<file path="config.mk">
export PLATFORM = sky130hd
export DESIGN_NAME = lcd_driver_port_mux
export DESIGN_NICKNAME = d
export VERILOG_FILES = /design/src/verilog/lcd_port_pkg.sv /design/src/verilog/lcd_driver_port_mux.sv
export SDC_FILE = /design/constraint.sdc
export NUM_CORES = 1
export LEC_CHECK = 0
export ABC_AREA = 1
export BUFFER_PORTS_ARGS = -buffer_cell sky130_fd_sc_hd__buf_2
export CAP_MARGIN = 20
export CELL_PAD_IN_SITES_DETAIL_PLACEMENT = 1
export CELL_PAD_IN_SITES_GLOBAL_PLACEMENT = 1
export CORE_UTILIZATION = 30
export CTS_BUF_LIST = sky130_fd_sc_hd__clkbuf_4 sky130_fd_sc_hd__clkbuf_8
export DETAILED_ROUTE_END_ITERATION = 8
export PLACE_DENSITY = 0.64
export SLEW_MARGIN = 40
export SYNTH_ARGS = -nofsm -noshare
export SYNTH_HDL_FRONTEND = slang
export SYNTH_SLANG_ARGS = --single-unit
</file>
<file path="constraint.sdc">
create_clock -name pclk -period 1.7 [get_ports pclk]
set_input_delay 0.255 -clock pclk [delete_from_list [all_inputs] [get_ports pclk]]
set_output_delay 0.255 -clock pclk [all_outputs]
set_load 0.03 [all_outputs]
</file>
<file path="src/verilog/lcd_port_pkg.sv">
/*
  Constants shared by the segment LCD driver and port multiplexer: pin layout,
  register offsets, field positions, reset values, drive level codes and timing.
  Assumes a single 40 MHz APB clock domain.
*/
package lcd_port_pkg;

  // ----------------------------------------------------------------
  // Clock and frame timing
  // ----------------------------------------------------------------
  localparam longint CLK_HZ = 40_000_000;
  // Frame rates in milli-hertz so that 62.5 Hz stays exact.
  localparam longint FRAME_HALF_MHZ = 62_500;
  localparam longint FRAME_THIRD_MHZ = 125_000;
  // One frame is eight slots: four commons, each in both polarities.
  localparam int SLOTS_PER_FRAME = 8;
  localparam int HALF_SLOT_CYC = int'((CLK_HZ * 1000) / (FRAME_HALF_MHZ * SLOTS_PER_FRAME));
  localparam int THIRD_SLOT_CYC = int'((CLK_HZ * 1000) / (FRAME_THIRD_MHZ * SLOTS_PER_FRAME));

  // ----------------------------------------------------------------
  // Pin layout
  // ----------------------------------------------------------------
  // Pins 0-3 port 1, 4-7 port 2, 8-11 port 3, 12-15 port 4,
  // 16-19 port 5, 20-23 port 6, 24-26 port 7, 27-28 port 8.
  localparam int NPIN = 29;
  localparam int COM_BASE = 4;
  localparam int SEG_BASE = 8;
  localparam int NCOM = 4;
  localparam int NSEG = 16;
  localparam int NSEG_FIXED = 4;
  localparam int PULL_BASE = 20;
  localparam int NPULL = 4;
  localparam int TEST_PIN = 8;
  localparam int NCD = 10;
  localparam logic [NPIN-1:0] OD_MASK = 29'h0700_0000;
  localparam logic [NPIN-1:0] WAKE_MASK = 29'h1ffe_000f;
  localparam int NWAKE_GRP = 5;

  // Wake enable group of a pin: 0 port 1, 1 port 5, 2 port 6, 3 port 7, 4 port 8.
  function automatic int wake_grp(input int pin);
    if (pin < 4) return 0;
    else if (pin < 20) return 1;
    else if (pin < 24) return 2;
    else if (pin < 27) return 3;
    else return 4;
  endfunction : wake_grp

  // Pin handed to the CD processor by select bit j.
  function automatic int cd_pin(input int j);
    return (j < 3) ? j : j + 14;
  endfunction : cd_pin

  // ----------------------------------------------------------------
  // Register map
  // ----------------------------------------------------------------
  localparam logic [7:0] OFS_DIR = 8'h00;
  localparam logic [7:0] OFS_DOUT = 8'h04;
  localparam logic [7:0] OFS_PIN = 8'h08;
  localparam logic [7:0] OFS_PULL = 8'h0c;
  localparam logic [7:0] OFS_WAKE = 8'h10;
  localparam logic [7:0] OFS_LCD = 8'h14;
  localparam logic [7:0] OFS_DISP0 = 8'h18;
  localparam logic [7:0] OFS_DISP1 = 8'h1c;
  localparam logic [7:0] OFS_CD = 8'h20;
  localparam logic [7:0] OFS_BACKUP = 8'h24;

  localparam int LCD_DIS_BIT = 0;
  localparam int LCD_BIAS3_BIT = 1;
  localparam int LCD_BLANK_BIT = 2;
  localparam int LCD_SEGSEL_LSB = 16;
  localparam int PULL_UP_LSB = 4;
  localparam int BK_SLEEP_BIT = 0;
  localparam int BK_REL_BIT = 1;
  localparam int BK_TEST_BIT = 2;

  localparam logic LCD_DIS_RST = 1'b1;
  localparam logic LCD_BLANK_RST = 1'b1;

  // ----------------------------------------------------------------
  // Drive level codes of common and segment lines
  // ----------------------------------------------------------------
  localparam logic [2:0] LV_GND = 3'h0;
  localparam logic [2:0] LV_THIRD = 3'h1;
  localparam logic [2:0] LV_HALF = 3'h2;
  localparam logic [2:0] LV_TWO3 = 3'h3;
  localparam logic [2:0] LV_FULL = 3'h4;

  // Backup sequencing states, Gray coded along run, sleep, release.
  typedef enum logic [1:0] {
    BK_RUN = 2'h0,
    BK_SLEEP = 2'h1,
    BK_NONSEL = 2'h3
  } bk_t;

endpackage : lcd_port_pkg
</file>
<file path="src/verilog/lcd_driver_port_mux.sv">
/*
  Segment LCD driver sharing its pins with general-purpose ports, with CD
  processor pin hand-over, pulls, open-drain bits and backup wake on pin change.
  Assumes an APB master on pclk, pads outside that resolve pin_o / pin_oe_n and
  pulls, and an analog level stage that turns level codes into bias voltages.
  Pin 8 is the test strap; the board leaves it open or low outside test.
*/
// Implementation choices: the APB register port and the register addresses.
// How it works
// - Each port bit has its own direction bit.
// - Port 6 input pins get pull-up or pull-down as software selects.
// - Enabled input pin change ends the backup state; enable per whole port.
// - Open-drain bits only pull low or release.
// - Ports 2 to 6 can become LCD driver outputs.
// - Four commons and sixteen segments form a 64-segment matrix.
// - LCD enable puts all commons and the first four segments in LCD mode.
// - Segments five to sixteen choose port or segment per pin.
// - Quarter duty, 62.5 Hz frame at half bias, 125 Hz at third bias.
// - Half bias: commons three levels, segments two levels.
// - Third bias: commons and segments four levels.
// - Backup release: non-select waveform, clear blank bit, then drive commons.
// - Test pin pulled down in reset and sampled as test mode.
// - Designated port 1, 5 and 6 pins go to CD processor per pin.
module lcd_driver_port_mux
  import lcd_port_pkg::*;
#(
  parameter int SLOT_W = 20,
  parameter int HALF_SLOT = HALF_SLOT_CYC,
  parameter int THIRD_SLOT = THIRD_SLOT_CYC
) (
  // Clock and reset
  input wire logic pclk,
  input wire logic presetn,
  // APB slave
  input wire logic [7:0] paddr,
  input wire logic psel,
  input wire logic penable,
  input wire logic pwrite,
  input wire logic [31:0] pwdata,
  output logic [31:0] prdata,
  output logic pready,
  output logic pslverr,
  // Multiplexed pins
  input wire logic [NPIN-1:0] pin_i,
  output logic [NPIN-1:0] pin_o,
  output logic [NPIN-1:0] pin_oe_n,
  output logic [NPULL-1:0] pull_up_o,
  output logic [NPULL-1:0] pull_dn_o,
  output logic test_pull_dn_o,
  // LCD drive
  output logic [NCOM-1:0] com_lcd_o,
  output logic [NSEG-1:0] seg_lcd_o,
  output logic [NCOM-1:0][2:0] com_level_o,
  output logic [NSEG-1:0][2:0] seg_level_o,
  // CD processor hand-over and status
  output logic [NCD-1:0] cd_func_o,
  output logic backup_o,
  output logic test_mode_o
);

  if (SLOT_W < 2 || SLOT_W > 30 || HALF_SLOT < 1 || THIRD_SLOT < 1 ||
      HALF_SLOT >= (1 << SLOT_W) || THIRD_SLOT >= (1 << SLOT_W)) begin : g_bad_param
    $error("slot lengths do not fit the slot counter");
  end

  // ----------------------------------------------------------------
  // State
  // ----------------------------------------------------------------
  typedef struct packed {
    logic [NPIN-1:0] dir;
    logic [NPIN-1:0] dout;
    logic [NPIN-1:0] s1;
    logic [NPIN-1:0] s2;
    logic [NPIN-1:0] s3;
    logic [NPIN-1:0] stable;
    logic [2*NPULL-1:0] pull;
    logic [NWAKE_GRP-1:0] wake_en;
    logic lcd_dis;
    logic bias3;
    logic blank;
    logic [NSEG-NSEG_FIXED-1:0] seg_sel;
    logic [63:0] disp;
    logic [NCD-1:0] cd_sel;
    bk_t bk;
    logic [SLOT_W-1:0] slot_cnt;
    logic [2:0] slot;
    logic [2:0] init_cnt;
    logic test_mode;
    logic [NPIN-1:0] pin_o;
    logic [NPIN-1:0] pin_oe_n;
    logic [NCOM-1:0][2:0] com_lvl;
    logic [NSEG-1:0][2:0] seg_lvl;
  } state_t;

  state_t st_ff;
  state_t nxt_st;

  // ----------------------------------------------------------------
  // Pin function decode
  // ----------------------------------------------------------------
  logic [NPIN-1:0] lcd_pin;
  logic [NPIN-1:0] cd_pin_sel;
  logic [NPIN-1:0] port_fn;
  logic [NPIN-1:0] wake_pin;
  logic [NPIN-1:0] changed;

  for (genvar i = 0; i < NPIN; i++) begin : g_pin
    if (i >= COM_BASE && i < COM_BASE + NCOM) begin : g_com
      assign lcd_pin[i] = ~st_ff.lcd_dis;
    end else if (i >= SEG_BASE && i < SEG_BASE + NSEG_FIXED) begin : g_seg_fix
      assign lcd_pin[i] = ~st_ff.lcd_dis;
    end else if (i >= SEG_BASE + NSEG_FIXED && i < SEG_BASE + NSEG) begin : g_seg_sel
      assign lcd_pin[i] = ~st_ff.lcd_dis & st_ff.seg_sel[i-SEG_BASE-NSEG_FIXED];
    end else begin : g_no_lcd
      assign lcd_pin[i] = 1'b0;
    end
    assign wake_pin[i] = WAKE_MASK[i] & st_ff.wake_en[wake_grp(i)];
    // A change counts once the second and third stages agree on a new level.
    assign changed[i] = (st_ff.s2[i] == st_ff.s3[i]) & (st_ff.s3[i] != st_ff.stable[i]);
  end

  always_comb begin
    cd_pin_sel = '0;
    for (int j = 0; j < NCD; j++) begin
      cd_pin_sel[cd_pin(j)] = st_ff.cd_sel[j];
    end
  end

  // LCD use outranks a CD hand-over on the shared port 5 and 6 pins.
  assign port_fn = ~lcd_pin & ~cd_pin_sel;

  // ----------------------------------------------------------------
  // APB access
  // ----------------------------------------------------------------
  logic wr;
  logic mapped;

  assign wr = psel & penable & pwrite;
  assign pready = 1'b1;
  assign mapped = (paddr inside {OFS_DIR, OFS_DOUT, OFS_PIN, OFS_PULL, OFS_WAKE, OFS_LCD,
                                 OFS_DISP0, OFS_DISP1, OFS_CD, OFS_BACKUP});
  assign pslverr = psel & penable & ~mapped;

  always_comb begin
    prdata = '0;
    if (psel && !pwrite) begin
      unique case (paddr)
        OFS_DIR: prdata[NPIN-1:0] = st_ff.dir;
        OFS_DOUT: prdata[NPIN-1:0] = st_ff.dout;
        OFS_PIN: prdata[NPIN-1:0] = st_ff.stable;
        OFS_PULL: prdata[2*NPULL-1:0] = st_ff.pull;
        OFS_WAKE: prdata[NWAKE_GRP-1:0] = st_ff.wake_en;
        OFS_LCD: begin
          prdata[LCD_DIS_BIT] = st_ff.lcd_dis;
          prdata[LCD_BIAS3_BIT] = st_ff.bias3;
          prdata[LCD_BLANK_BIT] = st_ff.blank;
          prdata[LCD_SEGSEL_LSB +: NSEG-NSEG_FIXED] = st_ff.seg_sel;
        end
        OFS_DISP0: prdata = st_ff.disp[31:0];
        OFS_DISP1: prdata = st_ff.disp[63:32];
        OFS_CD: prdata[NCD-1:0] = st_ff.cd_sel;
        OFS_BACKUP: begin
          prdata[BK_SLEEP_BIT] = (st_ff.bk == BK_SLEEP);
          prdata[BK_REL_BIT] = (st_ff.bk == BK_NONSEL);
          prdata[BK_TEST_BIT] = st_ff.test_mode;
        end
        default: prdata = '0;
      endcase
    end
  end

  // ----------------------------------------------------------------
  // Next state
  // ----------------------------------------------------------------
  logic slot_end;
  logic wake;
  logic ph;
  logic [1:0] cur_com;

  // Compare with >= because a switch to third bias may find the count already past the shorter end.
  // An equality test would then miss the end and run on for a whole counter wrap.
  assign slot_end = st_ff.bias3 ? (st_ff.slot_cnt >= SLOT_W'(THIRD_SLOT - 1))
                                : (st_ff.slot_cnt >= SLOT_W'(HALF_SLOT - 1));
  // Only port inputs wake the block; pins in LCD or CD use are ignored.
  assign wake = |(changed & wake_pin & port_fn & ~st_ff.dir);
  assign ph = st_ff.slot[2];
  assign cur_com = st_ff.slot[1:0];

  always_comb begin
    nxt_st = st_ff;
    // Pin input synchroniser and debounced level.
    nxt_st.s1 = pin_i;
    nxt_st.s2 = st_ff.s1;
    nxt_st.s3 = st_ff.s2;
    nxt_st.stable = (st_ff.stable & ~changed) | (st_ff.s3 & changed);

    // Strap capture: the third stage first holds the pin after the third edge, so take it at the fourth.
    // A capture one edge sooner would read the stage's reset value and never see test mode.
    if (st_ff.init_cnt != 3'h4) begin
      nxt_st.init_cnt = st_ff.init_cnt + 3'h1;
      if (st_ff.init_cnt == 3'h3) begin
        nxt_st.test_mode = st_ff.s3[TEST_PIN];
      end
    end

    // Slot timing: four commons, each driven in both polarities per frame.
    if (slot_end) begin
      nxt_st.slot_cnt = '0;
      nxt_st.slot = st_ff.slot + 3'h1;
    end else begin
      nxt_st.slot_cnt = st_ff.slot_cnt + SLOT_W'(1);
    end

    // Backup sequencing.
    unique case (st_ff.bk)
      BK_RUN: begin
        // Entry to sleep comes from a software write, handled with the other writes.
      end
      BK_SLEEP: begin
        if (wake) begin
          nxt_st.bk = BK_NONSEL;
          nxt_st.slot_cnt = '0;
        end
      end
      BK_NONSEL: begin
        // One full slot of non-select drive before the commons return.
        if (slot_end) begin
          nxt_st.blank = 1'b0;
          nxt_st.bk = BK_RUN;
        end
      end
      default: nxt_st.bk = BK_RUN;
    endcase

    // Software writes come last so a set of the blank bit beats the clear.
    if (wr) begin
      unique case (paddr)
        OFS_DIR: nxt_st.dir = pwdata[NPIN-1:0];
        OFS_DOUT: nxt_st.dout = pwdata[NPIN-1:0];
        OFS_PULL: nxt_st.pull = pwdata[2*NPULL-1:0];
        OFS_WAKE: nxt_st.wake_en = pwdata[NWAKE_GRP-1:0];
        OFS_LCD: begin
          nxt_st.lcd_dis = pwdata[LCD_DIS_BIT];
          nxt_st.bias3 = pwdata[LCD_BIAS3_BIT];
          nxt_st.blank = pwdata[LCD_BLANK_BIT] | nxt_st.blank & (st_ff.bk != BK_RUN);
          nxt_st.seg_sel = pwdata[LCD_SEGSEL_LSB +: NSEG-NSEG_FIXED];
        end
        OFS_DISP0: nxt_st.disp[31:0] = pwdata;
        OFS_DISP1: nxt_st.disp[63:32] = pwdata;
        OFS_CD: nxt_st.cd_sel = pwdata[NCD-1:0];
        OFS_BACKUP: begin
          if (pwdata[BK_SLEEP_BIT] && st_ff.bk == BK_RUN) begin
            nxt_st.bk = BK_SLEEP;
            nxt_st.blank = 1'b1;
          end
        end
        default: begin
        end
      endcase
    end

    // Port pin drive; open-drain bits never drive high.
    for (int i = 0; i < NPIN; i++) begin
      nxt_st.pin_o[i] = 1'b0;
      nxt_st.pin_oe_n[i] = 1'b1;
      if (port_fn[i] && st_ff.dir[i]) begin
        if (OD_MASK[i]) begin
          nxt_st.pin_oe_n[i] = st_ff.dout[i];
        end else begin
          nxt_st.pin_o[i] = st_ff.dout[i];
          nxt_st.pin_oe_n[i] = 1'b0;
        end
      end
    end

    // Common levels; a blanked display shows only the non-select waveform.
    for (int c = 0; c < NCOM; c++) begin
      if (cur_com == 2'(c) && !st_ff.blank) begin
        nxt_st.com_lvl[c] = ph ? LV_FULL : LV_GND;
      end else if (st_ff.bias3) begin
        nxt_st.com_lvl[c] = ph ? LV_THIRD : LV_TWO3;
      end else begin
        nxt_st.com_lvl[c] = LV_HALF;
      end
    end

    // Segment levels: on drives opposite the selected common.
    for (int k = 0; k < NSEG; k++) begin
      if (st_ff.disp[{cur_com, 4'(k)}] && !st_ff.blank) begin
        nxt_st.seg_lvl[k] = ph ? LV_GND : LV_FULL;
      end else if (st_ff.bias3) begin
        nxt_st.seg_lvl[k] = ph ? LV_TWO3 : LV_THIRD;
      end else begin
        nxt_st.seg_lvl[k] = ph ? LV_FULL : LV_GND;
      end
    end
  end

  // ----------------------------------------------------------------
  // State register
  // ----------------------------------------------------------------
  always_ff @(posedge pclk or negedge presetn) begin
    if (!presetn) begin
      st_ff <= '0;
      st_ff.lcd_dis <= LCD_DIS_RST;
      st_ff.blank <= LCD_BLANK_RST;
      st_ff.bk <= BK_RUN;
      st_ff.pin_oe_n <= '1;
      st_ff.com_lvl <= '0;
      st_ff.seg_lvl <= '0;
    end else begin
      st_ff <= nxt_st;
    end
  end

  // ----------------------------------------------------------------
  // Outputs
  // ----------------------------------------------------------------
  logic [NPULL-1:0] pull_ok;

  always_comb begin
    for (int i = 0; i < NPULL; i++) begin
      // The registered enable is checked too, so a pull never overlaps the last cycle of drive.
      pull_ok[i] = st_ff.pull[i] & port_fn[PULL_BASE+i] & ~st_ff.dir[PULL_BASE+i] & st_ff.pin_oe_n[PULL_BASE+i];
      pull_up_o[i] = pull_ok[i] & st_ff.pull[PULL_UP_LSB+i];
      pull_dn_o[i] = pull_ok[i] & ~st_ff.pull[PULL_UP_LSB+i];
    end
  end

  // The pull-down follows reset directly so it holds while the clock is idle.
  assign test_pull_dn_o = ~presetn;
  assign pin_o = st_ff.pin_o;
  assign pin_oe_n = st_ff.pin_oe_n;
  assign com_lcd_o = lcd_pin[COM_BASE +: NCOM];
  assign seg_lcd_o = lcd_pin[SEG_BASE +: NSEG];
  assign com_level_o = st_ff.com_lvl;
  assign seg_level_o = st_ff.seg_lvl;
  assign cd_func_o = st_ff.cd_sel & ~{lcd_pin[23:17], lcd_pin[2:0]};
  assign backup_o = (st_ff.bk == BK_SLEEP);
  assign test_mode_o = st_ff.test_mode;

endmodule : lcd_driver_port_mux

</file>
; Word level (Yosys, flattened, before mapping)
; Cells that the tools add are included.
[totals]
ff_bits = 420
output_inout_bits = 193
wordCells = 434
[classes]
addsub = 3
order_cmp = 18
n_eq_ne = 74
mux = 139
bitwise = 90
reduce_logical = 68
[op_table]
columns = cell, n
row1 = $and A29 B29 Y29, 6
row2 = $lt A6 B7 Y1 const B, 16
row3 = $mux W32, 3
row4 = $mux W89, 1
row5 = $mux W1, 75
row6 = $pmux W12 S6, 1
row7 = $mux W3, 23
row8 = $and A1 B1 Y1, 65
row9 = $not A24 Y29, 2
row10 = $not A29 Y29, 2
row11 = $logic_and A1 B1 Y1, 51
row12 = $mux W20, 2
row13 = $bmux W1 S2, 16
row14 = $eq A8 B5 Y1 const B, 4
row15 = $pmux W3 S10, 1
row16 = $pmux W6 S5, 1
row17 = $eq A1 B1 Y1, 29
row18 = $ne A1 B1 Y1, 29
row19 = $or A29 B29 Y29, 1
row20 = $reduce_or A29 Y1, 1
row21 = $mux W22, 1
row22 = $pmux W3 S7, 1
row23 = $add A20 B1 Y20 const B, 1
row24 = $ge A20 B16 Y1 const B, 1
row25 = 28 further kinds, 59

; Depth between registers and ports, before layout
[depth]
depth_word = 12
mapped_depth = 13
ltp_nobuf = 12

; Worst setup path before layout
; No wires, ideal clock.
[synth_timing]
kind = input to output
start = in paddr[7]
end = out prdata[14]
arrival_time_ns = 1.703
required_time_ns = 1.445
path_slack_ns = -0.258
path_stages = 10
cell_sequence = inv_1 > nand2_1 > nor3_4 > nand2_4 > inv_6 > buf_6 > nand2_2 > o21ai_2 > nor2_1 > a21oi_1
[synth_via]
elab_chain_len = 3
word_cells_on_any_way = 7
cone_classes = eq/ne (4) / mux (2) / reduce/logical (1)
[synth_lines]
columns = item, line_no
row1 = start: declaration, lcd_driver_port_mux.sv:35  ; input wire logic [7:0] paddr,
row2 = $eq A8 B5 Y1 (tied with other cells), lcd_driver_port_mux.sv:147  ; unique case (paddr)
row3 = $pmux W6 S5 (*), lcd_driver_port_mux.sv:147
row4 = $mux W32 (*), lcd_driver_port_mux.sv:146  ; if (psel && !pwrite) begin
row5 = end: declaration, lcd_driver_port_mux.sv:40  ; output logic [31:0] prdata,
; Mark *: on every way between the ends. The rest lies on a longest branch, timed or not.

; Worst setup path after layout
[layout_timing]
start = reg st_ff[235] (netlist name)
end = out pull_up_o[3]
[layout_via]
elab_chain_len = 8
[layout_lines]
columns = item, line_no
row1 = start: declaration, lcd_driver_port_mux.sv:95  ; state_t st_ff;
row2 = start signal: assignment, lcd_driver_port_mux.sv:312  ; st_ff <= nxt_st;
row3 = $not A1 Y1, lcd_driver_port_mux.sv:113  ; assign lcd_pin[i] = ~st_ff.lcd_dis & st_ff.seg_sel[i-SEG_BASE-NSEG_FIXED];
row4 = $and A1 B1 Y1, lcd_driver_port_mux.sv:113
row5 = $not A24 Y29, lcd_driver_port_mux.sv:130  ; assign port_fn = ~lcd_pin & ~cd_pin_sel;
row6 = $and A29 B29 Y29, lcd_driver_port_mux.sv:130
row7 = $and A1 B1 Y1 (3 in series), lcd_driver_port_mux.sv:324  ; pull_ok[i] = st_ff.pull[i] & port_fn[PULL_BASE+i] & ~st_ff.dir[PULL_BASE+i] & st_ff.pin_oe_n[PULL_BASE+i];
row8 = $and A1 B1 Y1, lcd_driver_port_mux.sv:325  ; pull_up_o[i] = pull_ok[i] & st_ff.pull[PULL_UP_LSB+i];
row9 = end: declaration, lcd_driver_port_mux.sv:47  ; output logic [NPULL-1:0] pull_up_o,
; Every way passes these cells.

==> run summary <==
Sequential share of power = 39.2%
Worst Slack Setup Final = -0.687 ns
Max_cap viols = 0
Pleak = 12.5 nW
Die X = 249 um
# rows = 90
Compound-Gate Fraction of Synth Area = 11.3%
Power Density = 1070 nW/um^2
Logic gate share of total power = 22.0%
Slowest-stage cell, CP = dfstp_2
Synth Area in XOR/XNOR = 0.860%
Drt first pass iters = 5
GR Util met3 = 3.39%
Mux cell area share after synthesis = 0%
Sw Share = 32.5%
Area grow syn2layout = 47.3%
First-pass GRT wire length = 107000 um
Layout cell share with drive strength beyond 1 = 41.5%
Setup crit start kind = flop
#FFs+latches synth = 420
CP max stage delay = 0.59 ns
Synthesized-area fraction occupied by and/or/nand/nor cells = 16.5%
Placed wire-length estimate = 47600 um
Clock Tree Buf Depth = 3
Largest net degree at the start of global routing = 82
Most common cell in the netlist = nand2_1
Synthesized-area fraction occupied by adder cells = 1.42%
Most used cell, CP = nor2_4
Antenna violations before repair = 2
Mean Syn Cell Area = 9.10 um^2
DIE AREA = 62100 um^2
Top Usage Layer GRT = met2
Ports = 267
CP required = 1.44 ns
Seq/Total Area, Yosys = 57.6%
Clock transition at path regs = 0.07 ns
CP bufs+invs = 2
Final Cell Area = 27000 um^2
Max Clock Skew = 0.0395 ns
R2R depth = 15
Prevailing post-synth register cell = dfrtp_1
I/O Buffers = 262
Skew-Pair Late Insertion Delay = 0.68 ns
Clock share of power = 38.8%
Final net count = 2578
Cell-internal power = 19.4 mW
Crit Reg-Reg Endpoint = st_ff[139]
Post-Synthesis Cells = 2013
Final-report hold violation count = 0
Max H-tree Level = 3
Top delay family on crit path = flip-flops
Total routed wirelength = 72700 um
Die Span Y = 249 um
CP Cell Sequence = buf_12 -> nor2_4 -> nor2_4 -> nand4_1 -> nor2_2 -> buf_6
CTS tree = done
RSZ-0062 raised after global routing = yes
Most frequent cells after synthesis = 423 x nand2_1, 389 x dfrtp_1, 216 x inv_1
Reg2reg start = st_ff[235]
Tmin final = 2.39 ns
Failing checks = setup timing
Final Max Tran Viols = 0
Routing usage on met1 = 28.8%
Synth top area share = 53.1%
Status = finished with violations
Synthesis warning total = 0
NetSw = 9.37 mW
Fmax = 419 MHz
Grt total ovfl = 0
Area of placed instances = 21000 um^2
Starting density of the core = 30.4%
Critical path arrival = 2.13 ns
ANT nets after route = 0
Cell taking the most area after synthesis = dfrtp_1
Total Power = 28.8 mW
Placed cell count = 3005
Worst hold path type = primary input to asynchronous set/reset pin
Vias per Instance = 4.85
Largest family of logic cells by synthesized area = simple AND/OR/NAND/NOR gates
Number of flops mapped to enable cells by yosys = 0
WL per Instance = 21.7 um
TritonCTS Sinks = 420
Max-slew headroom = 57.9%
Worst-Margin Slew = 0.631 ns
Async set-or-reset flop fraction in the synthesized netlist = 100%
Vias in the first global route = 17612
Core Box Area = 60400 um^2
Gr usage total = 22.8%
DRC Markers = 0
Drt initial violations = 1129
Vias = 16213
R2R setup slack = -0.51 ns
Root Buffer = clkbuf_8
Synthesized area = 18300 um^2
Final non-filler cell total = 3344
Synth top area cells = dfrtp_1 53%, nand2_1 8.7%, buf_4 5.7%, o21ai_0 4.7%, dfstp_2 4.4%
Setup violators final = 88
Critical path class = flop to primary output
Met2 GRT Util = 39.0%
Worst Setup End Kind = primary output
CP max FO = 4
Maximum VDD drop = 0.527 mV
Placer Congestion = 0.850
Final Cycle Share = 140%
TritonCTS buffer count = 78
Synth unique cells = 38
## layout by cell type (no fill, tap or decap), drive strengths merged
cell         instances
a21boi               1
a21oi               73
a31oi                3
buf                530
bufbuf               2
bufinv               4
clkbuf             131
clkinv              13
clkinvlp             2
conb                 7
dfrtp              389
dfstp               31
diode                1
dlygate4sd3         60
ha                   8
inv                228
maj3                16
nand2              443
nand3               36
nand3b              13
nand4               16
nor2               184
nor3                25
nor4                 1
o21a                 1
o21ai              292
o21bai               4
o22ai               25
or2                  5
xnor2                2
xor2                16
## logic make-up after synthesis
kind of cell,after synthesis
simple gates,721
buf+inv,429
flops,420
compound gates,399
fa+ha+maj,24
xor+xnor,18
other cells,2
## worst reg2reg max path: stages (launching register included)
cell and delay, ns:
dfstp_2 0.59, buf_12 0.15, nor2_4 0.05, nor2_4 0.10
buf_4 0.12, buf_6 0.08, buf_4 0.10, nand2_2 0.05
nor2_2 0.10, nor2_2 0.05, nand2_2 0.10, nor2_4 0.06
nand2_4 0.10, buf_6 0.12, bufbuf_16 0.25, a21oi_1 0.06
## cell type report
cell class | count | area, um^2
fill | 6748 | 33400
sequential | 420 | 10600
multi-input combinational | 1171 | 7170
timing repair buffer | 594 | 5480
clock buffer | 129 | 1600
tap | 782 | 978
inverter | 229 | 975
clock inverter | 16 | 208
timing repair inverter | 2 | 22.5
antenna | 1 | 2.50
## layer usage
layer	share of wire [%]	wire length [um]
met1	41	29600
met2	50	36600
met5	0	0
met4	3.5	2540
met3	5.4	3940
## through the flow
step                      setup TNS (ns)  hold slack, ns  utilization [%]  setup WS [ns]
after floorplan                   -0.650         -0.0406                -        -0.0798
after global placement            -41.65           0.163             34.7         -0.588
after detailed placement          -49.88           0.167             34.7         -0.641
after CTS                         -32.22         0.00484             43.0         -0.667
after global routing              -37.13          0.0368             44.7         -0.739
final                             -32.75          0.0487             44.7         -0.687
## worst max path at each step
stage	slack, ns	depth (start not counted)	end	startpoint
6_report	-0.69	6	pull_up_o[3]	st_ff[235]
5_1_grt	-0.74	6	pull_dn_o[3]	st_ff[235]
4_1_cts	-0.67	6	pull_dn_o[3]	st_ff[235]
3_5_place_dp	-0.64	11	prdata[13]	paddr[7]
3_3_place_gp	-0.59	11	prdata[13]	paddr[7]
2_1_floorplan	-0.08	10	prdata[14]	paddr[7]
## power by group through the flow
| stage | Sequential (mW) | Clock (mW) | Combinational (mW) |
|---|---|---|---|
| finish | 11.3 | 11.2 | 6.35 |
| detailed placement | 11.5 | 0 | 5.69 |
| global route | 11.4 | 11.9 | 6.93 |
| CTS | 11.3 | 11.4 | 6.20 |
| global placement | 11.4 | 0 | 5.58 |
| floorplan | 11.3 | 0 | 4.06 |
## sequential cells by signal, summed over array words and instances, names as in the netlist, named ones only
name / count
pin_o: 26
seg_level_o: 48
nxt_st: 58
com_level_o: 12
st_ff: 204
ph: 1
cur_com: 2
cd_pin_sel: 10
pin_oe_n: 29
test_mode_o: 1
## what timing repair did
item / CTS / global route
hold buffers: 60 / 0
cloned: 9 / 3
setup buffers: 102 / 39
hold endpoints to repair: 527 / 0
pin swaps: 103 / 105
gates resized for setup: 485 / 207
setup endpoints to repair: 98 / 101
Note: power is estimated with default switching activity, not from simulation.
